File: config.mk
export PLATFORM = sky130hd
export DESIGN_NAME = lpt_translator
export DESIGN_NICKNAME = d
export VERILOG_FILES = /design/src/lpt_pkg.sv /design/src/lpt_mode_decode.sv /design/src/lpt_translator.sv
export VERILOG_INCLUDE_DIRS = /design/src
export SDC_FILE = /design/constraint.sdc
export NUM_CORES = 1
export LEC_CHECK = 0
export ABC_AREA = 1
export BUFFER_PORTS_ARGS = -buffer_cell sky130_fd_sc_hd__buf_2
export CAP_MARGIN = 20
export CORE_AREA = 2 2 131 133
export DETAILED_ROUTE_END_ITERATION = 8
export DIE_AREA = 0 0 133 135
export MAX_ROUTING_LAYER = met4
export PLACE_DENSITY = 0.77
export SKIP_LAST_GASP = 1
export SYNTH_ARGS = -nofsm -noshare
export SYNTH_HDL_FRONTEND = slang
export SYNTH_SLANG_ARGS = --single-unit
export TNS_END_PERCENT = 5
File: constraint.sdc
create_clock -name clk -period 2.06 [get_ports clk]
set_input_delay 0.103 -clock clk [delete_from_list [all_inputs] [get_ports clk]]
set_output_delay 0.103 -clock clk [all_outputs]
set_load 0.05 [all_outputs]
File: src/lpt_consts.svh
/*
 Constants of the linear page translator: control bit positions,
 entry field positions, linear address split and walk sizes.
 Assumes nothing; included by the package users.
*/
`ifndef LPT_CONSTS_SVH
`define LPT_CONSTS_SVH

// ============================================================
// Control words
`define LPT_CW0_TRANSLATE_BIT 31
`define LPT_CW4_LARGE_BIT 4
`define LPT_CW4_EXT_BIT 5
`define LPT_QUERY_LEAF 32'h0000_0001
`define LPT_QUERY_LP36_BIT 17

// ============================================================
// Entry fields
`define LPT_PRESENT_BIT 0
`define LPT_SIZE_BIT 7
`define LPT_DIR_ENTRIES 1024
`define LPT_PTR_ENTRIES 4
`define LPT_LP36_LO 13
`define LPT_LP36_HI 16

// ============================================================
// Linear address split
`define LPT_DIR_HI 31
`define LPT_DIR_LO 22
`define LPT_TBL_HI 21
`define LPT_TBL_LO 12
`define LPT_OFS_HI 11
`define LPT_BIG_OFS_HI 21
`define LPT_MID_OFS_HI 20
`define LPT_PTR_HI 31
`define LPT_PTR_LO 30
`define LPT_XDIR_HI 29
`define LPT_XDIR_LO 21
`define LPT_XTBL_HI 20
`define LPT_XTBL_LO 12

`endif

File: src/lpt_pkg.sv
/*
 Types of the linear page translator.
 Assumes lpt_consts.svh sits in the include path.
*/
package lpt_pkg;
	typedef struct packed
	{
		logic translate_enable;
		logic large_page_enable;
		logic addr_extension_enable;
		logic large_page_36bit_ext;
	} lpt_mode_t;

	typedef enum logic [2:0]
	{
		LPT_IDLE = 3'b000,
		LPT_PTR = 3'b001,
		LPT_DIR = 3'b010,
		LPT_TBL = 3'b011,
		LPT_DONE = 3'b100,
		LPT_FAULT = 3'b101
	} lpt_state_t;

	typedef enum logic [1:0]
	{
		LPT_PG_NONE = 2'b00,
		LPT_PG_4K = 2'b01,
		LPT_PG_2M = 2'b10,
		LPT_PG_4M = 2'b11
	} lpt_page_t;
endpackage

File: src/lpt_mode_decode.sv
/*
 Decodes control words into the translation mode and answers the
 identification query bit for the 36-bit large page extension.
 Assumes control words are registered on the same clock.
*/
`timescale 1ns/1ns
`include "lpt_consts.svh"
module lpt_mode_decode
	import lpt_pkg::*;
(
	// Clock and reset
	input wire logic clk,
	input wire logic srst,
	// Control words and capability
	input wire logic [31:0] control_word_zero,
	input wire logic [31:0] control_word_four,
	input wire logic lp36_capable,
	input wire logic [31:0] ident_query,
	// Results
	output lpt_mode_t mode,
	output logic [31:0] query_result_word
);
	// ============================================================
	// Mode register
	always_ff @(posedge clk)
	begin
		if (srst)
			mode <= '0;
		else
		begin
			mode.translate_enable <= control_word_zero[`LPT_CW0_TRANSLATE_BIT];
			mode.large_page_enable <= control_word_four[`LPT_CW4_LARGE_BIT];
			// Extension only acts under translation
			mode.addr_extension_enable <= control_word_four[`LPT_CW4_EXT_BIT]
				& control_word_zero[`LPT_CW0_TRANSLATE_BIT];
			mode.large_page_36bit_ext <= lp36_capable;
		end
	end

	// ============================================================
	// Identification answer
	always_ff @(posedge clk)
	begin
		if (srst)
			query_result_word <= 32'h0000_0000;
		else
		begin
			query_result_word <= 32'h0000_0000;
			if (ident_query == `LPT_QUERY_LEAF)
				query_result_word[`LPT_QUERY_LP36_BIT] <= lp36_capable;
		end
	end
endmodule

File: src/lpt_translator.sv
/*
 Linear page translator: walks pointer table, directory and table
 in memory and forms 32- or 36-bit physical addresses.
 Assumes a core request/answer handshake and a table memory that
 answers one read at a time with rd_valid, any latency.
*/
// Functional notes
// - Address extension acts only with translation on; addresses up to 36 bits.
// - Extension adds a pointer-table level ahead of directory and table.
// - Query leaf 1 reports 36-bit large page support at bit 17.
// - Directory is one 4 KB page of 1024 32-bit entries.
// - Table is one 4 KB page of 1024 entries, each locating a page.
// - 2 MB and 4 MB pages map from directory entry, no table fetch.
// - Extension uses four 64-bit pointer entries, each locating a directory.
// - Size bit 0 means table; 1 means 4 MB or 2 MB page.
// - Page and address size follow the enable flags and capability.
// - Linear bits 31..22 index the directory for small pages.
// - Linear bits 21..12 index the table; entry gives page base.
// - Linear bits 11..0 are the byte offset in small pages.
// - 4 MB pages need large page enable and size bit both set.
// - 4 MB pages: directory entry base, bits 21..0 offset.
// - Large pages off: every directory entry is a table pointer; with extension on, a set size bit still maps a 2 MB page.
// - Translation enable is control word zero bit 31.
// - Large page enable bit 4, extension enable bit 5 of word four.
// - Clear presence bit aborts the walk with a page fault.
// - Small-page entry base is the top 20 physical bits.
`timescale 1ns/1ns
`include "lpt_consts.svh"
module lpt_translator
	import lpt_pkg::*;
(
	// Clock and reset
	input wire logic clk,
	input wire logic srst,
	// Control
	input wire logic [31:0] control_word_zero,
	input wire logic [31:0] control_word_four,
	input wire logic [31:0] table_base,
	input wire logic lp36_capable,
	input wire logic [31:0] ident_query,
	output logic [31:0] query_result_word,
	// Core request
	input wire logic req_valid,
	input wire logic [31:0] req_linear,
	output logic req_ready,
	// Core answer
	output logic resp_valid,
	output logic [35:0] resp_phys,
	output logic [1:0] resp_page,
	output logic page_missing_fault,
	// Table memory
	output logic rd_req,
	output logic [35:0] rd_addr,
	input wire logic rd_valid,
	input wire logic [63:0] rd_data
);
	lpt_mode_t mode;
	lpt_state_t state;
	logic [31:0] lin;
	logic [35:0] ptr_base;
	logic [35:0] tbl_base;
	logic [63:0] entry;
	logic [35:0] leaf_base;

	lpt_mode_decode u_mode
	(
		.clk(clk),
		.srst(srst),
		.control_word_zero(control_word_zero),
		.control_word_four(control_word_four),
		.lp36_capable(lp36_capable),
		.ident_query(ident_query),
		.mode(mode),
		.query_result_word(query_result_word)
	);

	// Base of a 4 KB aligned structure from an entry
	function automatic logic [35:0] page_base(input logic [63:0] e, input logic ext);
		page_base = ext ? {e[35:12], 12'h000} : {4'h0, e[31:12], 12'h000};
	endfunction

	// Base of the entry being read, used by the final table step
	assign leaf_base = page_base(rd_data, mode.addr_extension_enable);

	// ============================================================
	// Walk state machine
	always_ff @(posedge clk)
	begin
		if (srst)
		begin
			state <= LPT_IDLE;
			lin <= 32'h0000_0000;
			tbl_base <= 36'h0_0000_0000;
			ptr_base <= 36'h0_0000_0000;
			req_ready <= 1'b0;
			rd_req <= 1'b0;
			rd_addr <= 36'h0_0000_0000;
			resp_valid <= 1'b0;
			resp_phys <= 36'h0_0000_0000;
			resp_page <= LPT_PG_NONE;
			page_missing_fault <= 1'b0;
			entry <= 64'h0000_0000_0000_0000;
		end
		else
		begin
			rd_req <= 1'b0;
			resp_valid <= 1'b0;
			page_missing_fault <= 1'b0;
			case (state)
			LPT_IDLE:
			begin
				req_ready <= 1'b1;
				if (req_valid && req_ready)
				begin
					req_ready <= 1'b0;
					lin <= req_linear;
					if (!mode.translate_enable)
					begin
						// Paging off: pass through
						resp_valid <= 1'b1;
						resp_phys <= {4'h0, req_linear};
						resp_page <= LPT_PG_NONE;
						// Same refusal window as a walk answer
						state <= LPT_DONE;
					end
					else if (mode.addr_extension_enable)
					begin
						// Four 8-byte pointers, 32-byte aligned
						rd_req <= 1'b1;
						rd_addr <= {4'h0, table_base[31:5],
							req_linear[`LPT_PTR_HI:`LPT_PTR_LO], 3'b000};
						state <= LPT_PTR;
					end
					else
					begin
						rd_req <= 1'b1;
						rd_addr <= {4'h0, table_base[31:12],
							req_linear[`LPT_DIR_HI:`LPT_DIR_LO], 2'b00};
						state <= LPT_DIR;
					end
				end
			end
			LPT_PTR:
				if (rd_valid)
				begin
					if (!rd_data[`LPT_PRESENT_BIT])
						state <= LPT_FAULT;
					else
					begin
						ptr_base <= page_base(rd_data, 1'b1);
						rd_req <= 1'b1;
						rd_addr <= {rd_data[35:12],
							lin[`LPT_XDIR_HI:`LPT_XDIR_LO], 3'b000};
						state <= LPT_DIR;
					end
				end
			LPT_DIR:
				if (rd_valid)
				begin
					entry <= rd_data;
					if (!rd_data[`LPT_PRESENT_BIT])
						state <= LPT_FAULT;
					else if (mode.addr_extension_enable && rd_data[`LPT_SIZE_BIT])
					begin
						// 2 MB page, no table fetch
						resp_valid <= 1'b1;
						resp_phys <= {rd_data[35:21], lin[`LPT_MID_OFS_HI:0]};
						resp_page <= LPT_PG_2M;
						state <= LPT_DONE;
					end
					else if (!mode.addr_extension_enable && mode.large_page_enable
						&& rd_data[`LPT_SIZE_BIT])
					begin
						resp_valid <= 1'b1;
						resp_page <= LPT_PG_4M;
						if (mode.large_page_36bit_ext)
							resp_phys <= {rd_data[`LPT_LP36_HI:`LPT_LP36_LO],
								rd_data[31:22], lin[`LPT_BIG_OFS_HI:0]};
						else
							resp_phys <= {4'h0, rd_data[31:22],
								lin[`LPT_BIG_OFS_HI:0]};
						state <= LPT_DONE;
					end
					else
					begin
						// Size bit ignored with large pages and extension both off
						tbl_base <= page_base(rd_data, mode.addr_extension_enable);
						rd_req <= 1'b1;
						if (mode.addr_extension_enable)
							rd_addr <= {rd_data[35:12],
								lin[`LPT_XTBL_HI:`LPT_XTBL_LO], 3'b000};
						else
							rd_addr <= {4'h0, rd_data[31:12],
								lin[`LPT_TBL_HI:`LPT_TBL_LO], 2'b00};
						state <= LPT_TBL;
					end
				end
			LPT_TBL:
				if (rd_valid)
				begin
					entry <= rd_data;
					if (!rd_data[`LPT_PRESENT_BIT])
						state <= LPT_FAULT;
					else
					begin
						resp_valid <= 1'b1;
						resp_phys <= {leaf_base[35:12], lin[`LPT_OFS_HI:0]};
						resp_page <= LPT_PG_4K;
						state <= LPT_DONE;
					end
				end
			LPT_FAULT:
			begin
				resp_valid <= 1'b1;
				page_missing_fault <= 1'b1;
				resp_phys <= 36'h0_0000_0000;
				resp_page <= LPT_PG_NONE;
				state <= LPT_DONE;
			end
			LPT_DONE:
				state <= LPT_IDLE;
			default:
				state <= LPT_IDLE;
			endcase
		end
	end
endmodule

Yosys cells after proc, flatten, opt, wreduce, memory -nomap -nowiden. Cells that the tools add are included. Widths: inputs -> output; s select.

Output and inout port bits: 110. Register bits after elaboration: 147. Bits of input ports: 229.

Muxes and demuxes: 61. Reductions and logical operators: 13. Eq/ne operators: 17. Bitwise logic cells: 2.

Operator list (count): $mux 36 (19); $pmux 36 s4 (1); $pmux 36 s3 (1); $eq 32x1->1 const B (1); $mux 3 (9); $ne 2x2->1 const B (10); $mux 2 (9); $mux 1 (17); $pmux 3 s5 (1); $mux 12 (1); $reduce_and 9->1 (1); $pmux 2 s4 (1); $reduce_and 8->1 (1); $eq 3x2->1 const B (2); $logic_and 1x1->1 (4); $pmux 1 s4 (1); $reduce_and 4->1 (1); $reduce_bool 4->1 (1); $eq 3x1->1 const B (1); $eq 3x3->1 const B (1); $logic_not 3->1 (1); $ne 3x3->1 const B (1); $pmux 1 s3 (1); $reduce_bool 3->1 (1); other kinds (6) (6).

Logic depth before layout (Yosys ltp).
Depth in word-level cells: 8. Mapped depth: 11. Gate-level depth less buffers: 9.

Cells and area by module. From an unflattened synthesis, not the netlist that was laid out.

Cells, all modules: 956. Area total of the unflattened synthesis: 6069.6 µm².

Modules (own cells, without submodules): lpt_translator (instances 1, cells each 879, area an instance 5575.3 µm²); lpt_mode_decode (instances 1, cells each 77, area an instance 494.2 µm²).

Least setup slack after synthesis. Ideal clock, no wire load.

Path kind: reg2reg. Start: register req_ready. End: register rd_addr[26]. Cell stages (with the launch flop): 8. Period minus slack after synthesis: 1.662 ns. Data arrival time: 1.547 ns. Library setup time: 0.115 ns. Path slack: 0.398 ns. Path through: dfxtp_1 nand2_1 nor2_1 nand2_2 buf_2 buf_4 a21oi_1 nor2_1.

Longest elaborated chain between the ends: 3.

Ends and longest elaborated chain: start: declaration (line lpt_translator.sv:45) `output logic req_ready,`; start signal: assignment (line lpt_translator.sv:95) `req_ready <= 1'b0;`; start signal: assignment (line lpt_translator.sv:112) `req_ready <= 1'b1;`; start signal: assignment (line lpt_translator.sv:115) `req_ready <= 1'b0;`; $logic_and 1x1->1 (line lpt_translator.sv:113) `if (req_valid && req_ready)`; $ne 2x2->1 (no source line); $reduce_and 9->1 (no source line); end signal: assignment (line lpt_translator.sv:130) `rd_addr <= {4'h0, table_base[31:5],`; end signal: assignment (line lpt_translator.sv:137) `rd_addr <= {4'h0, table_base[31:12],`; end signal: assignment (line lpt_translator.sv:152) `rd_addr <= {rd_data[35:12],`; end: declaration (line lpt_translator.sv:53) `output logic [35:0] rd_addr,`.

Every way passes these cells. A chain may end at the register's enable or synchronous reset.

Worst setup path after layout.
Start: input ident_query[30]. End: register u_mode.query_result_word[17].

Longest elaborated chain between the ends: 3.

Ends and longest elaborated chain: start: declaration (line lpt_translator.sv:40) `input wire logic [31:0] ident_query,`; $eq 32x1->1 (no source line); $not 1->1 (no source line); $reduce_or 2->1 (no source line); end signal: indexed assignment (line lpt_mode_decode.sv:50) `` query_result_word[`LPT_QUERY_LP36_BIT] <= lp36_capable; ``; end: declaration (line lpt_mode_decode.sv:21) `output logic [31:0] query_result_word`.

Every way passes these cells.

==> flow_summary.toml <==
[setup_path]
cp-start-kind = "input pin"
reg2reg_depth = 7
critPathBufInv = 4
r2r_start = "state[1]$_SDFFE_PP0P_"
end_kind = "flip-flop"
cp.required_ps = 2410
critical_path.most_common_cell = "dlygate4sd3_1"
crit_type = "in -> reg"
worstPathCellList = "dlygate4sd3_1 > buf_2 > nor4_1 > dlygate4sd3_1 > nand3_1 > dlygate4sd3_1 > nor2_1"
startpoint = "ident_query[30]"
critPathArrivalTime_ps = 2250
worstSetupPathDepth = 7
rrSetupSlack_ps = 250
slowest_stage = "dlygate4sd3_1"
crit_fanout = 1
reg2reg_to = "rd_addr[33]$_SDFFE_PP0P_"
crit_family = "buffers and inverters"
critPathMaxStageDelay_ps = 590
crit_end = "u_mode.query_result_word[17]$_SDFF_PP0_"

[yosys]
ys.flop_type = "dfxtp_1"
ys_ff_latch = 114
ys_top_cells_by_count = "nand2_1, nor2_1, dfxtp_1"
syn_area_per_cell_um2 = 6.26
synth_top_area_cell = "dfxtp_1"
syn_inst = 1001
ys_seq_area_frac = 0.364
ys_warn_count = 0
yosysUniqueCellTypes = 27
syn-cell-area_mm2 = 0.00627
synth_top_cell_area_share = 0.364
async_flop_share = 0
synth-edff-count = 0
synthTopCellsByArea = "dfxtp_1, nand2_1, nor2_1"
yosysMostFrequentCell = "nand2_1"

[routing]
drc = 0
wl_um = 20000
drt_iter0_drc = 468
vias_per_cell = 4.78
post_drt_wl_per_cell_um = 13.8
num_vias = 6914
drt-pass1-iter-count = 6
drtAntennaViolNets = 0

[floorplan]
fp.dieW_um = 133
core_mm2 = 0.0164
io_pins = 339
initial_core_util = 0.382
fp.dieArea_mm2 = 0.0180
rows = 47
die_y_um = 135

[grt]
grt_pass1_vias = 6347
top_usage_layer = "met2"
grt_overflow = 0
grt_use_total = 0.231
grt_max_degree = 102
grt_pass1_wl_um = 31900
grt_use_met1 = 0.287
met3_usage = 0.0443
antenna_found_initial = 0
grtUsageMet2 = 0.375

[timing]
finalClockSkew_ps = 5.04
fmax_mhz = 527
drv_slew = 0
hold_violations = 1
holdWs_ps = -2.29
setup_violations = 0
fin_ws_ps = 162
rsz0062_at_grt = "false"
final.min_clock_period_ps = 1900
finalCritPeriodShare = 0.921
tns_ps = 0

[clock_network]
cts_sinks = 114
cts.htree.levels = 4
path_clk_slew_ps = 50
cts_tree = "built"
cts_buffers = 17
clockRootBuffer = "clkbuf_16"
cts_setup_buffers = 0
clock_latency_ps = 410
clk_path_buf_depth = 2

[layout]
layout-drive-gt1-share = 0.219
fillers = 1654
stdcell_count = 1446
n_antenna_cell = 0
nNetsFinal = 1442
area.growth.synth_to_final_pct = 31.8

[min_path]
hold_class = "in -> reg"

[status]
status = "finished, violations left"
violations = "hold timing"

[pwr]
vdd_drop_max_mv = 0.588
p_per_area_mw_per_mm2 = 1370
p_total_w = 0.0113
p_leak_nw = 4.48

[place]
post-dp-hpwl_um = 14100
dpl.cell_count = 1380
place_ws_ps = 237
gp_congestion = 0.960
port_buffers = 201

[flow_run]
drv_cap = 0
[through the flow]
step | instance area (um^2) | utilization
6_report | 8260 | 0.504
5_1_grt | 8260 | 0.504
4_1_cts | 8260 | 0.504
3_5_place_dp | 7320 | 0.446
3_3_place_gp | 7320 | 0.446
2_1_floorplan | 6390 | -
[layout by cell type, fill, tap and decap left out, types with 2 or more instances in the layout]
master           n
nand3_2          2
buf_12           4
nand3b_1        38
a21oi_1         68
nor4_1           5
o21ai_0         50
buf_4           17
nor3_1           4
dfxtp_1        114
nand2_1        317
o21ai_1          3
clkinvlp_4       2
inv_1           74
conb_1          33
nand4_1          2
nand2_2          4
nor2_1         144
buf_2          201
inv_2            4
clkbuf_16       17
nand3_1         69
bufinv_16        2
clkbuf_8         5
clkinv_2         6
dlygate4sd3_1   34
[flip-flops by register name (all words and copies together), names as in the netlist]
signal / cells
rd_addr: 34
lin: 30
resp_page: 2
u_mode.query_result_word: 1
page_missing_fault: 1
state: 3
req_ready: 1
u_mode.mode: 4
rd_req: 1
resp_valid: 1
resp_phys: 36
[cell families after synthesis]
group	share of synthesized area
flops	0.364
compound gates	0.0988
buf+inv	0.137
other cells	0.000598
simple gates	0.400
[worst min-delay path by stage]
stage / startpoint / to / slack (ps) / depth (start not counted)
CTS: req_linear[8] / lin[8]$_SDFFE_PP0P_ / 0.3 / 3
global placement: control_word_four[4] / u_mode.mode[2]$_SDFF_PP0_ / 310 / 3
finish: req_linear[8] / lin[8]$_SDFFE_PP0P_ / -2 / 3
floorplan: srst / rd_req$_SDFF_PP0_ / 170 / 1
detailed placement: control_word_four[4] / u_mode.mode[2]$_SDFF_PP0_ / 320 / 3
global route: req_linear[26] / lin[26]$_SDFFE_PP0P_ / 9 / 3
[worst reg2reg max path, cell delays in order, from the launching register on]
cell     delay, ps
dfxtp_1        370
inv_2          190
nand2_2        130
nor2_1         310
nand2_2        100
buf_4          290
a21oi_1        240
nor2_1          70
[cell type report]
class                           count  area, um^2  share of cell area
Clock inverter                     10         105              0.0127
Multi-Input combinational cell    744        3250               0.393
Tap cell                          220         275              0.0333
Sequential cell                   114        2280               0.276
Timing Repair Buffer              256        1550               0.188
Inverter                           80         303              0.0366
Clock buffer                       22         494              0.0598
[where the power goes]
part / internal (W) / switching [W] / total (W) / leakage (nW)
clock: 0.00192 / 0.00103 / 0.00296 / 0.297
sequential: 0.00285 / 0.000299 / 0.00314 / 0.933
combinational: 0.00139 / 0.00385 / 0.00524 / 3.25
[per-layer routing]
layer  vias to the layer above  part of all wire  routed length [um]
met5                         -                 0                   0
met2                       283              0.47                9460
li1                       3502                 -                   -
met4                         0             0.021                 414
met3                        34             0.080                1600
met1                      3095              0.43                8540
[timing repair]
item	in CTS	in global routing
endpoints found under the setup margin	0	7
hold endpoints to repair	25	0
hold buffers	34	0
resized for setup	0	2
Note: power is estimated with default switching activity, not from simulation.
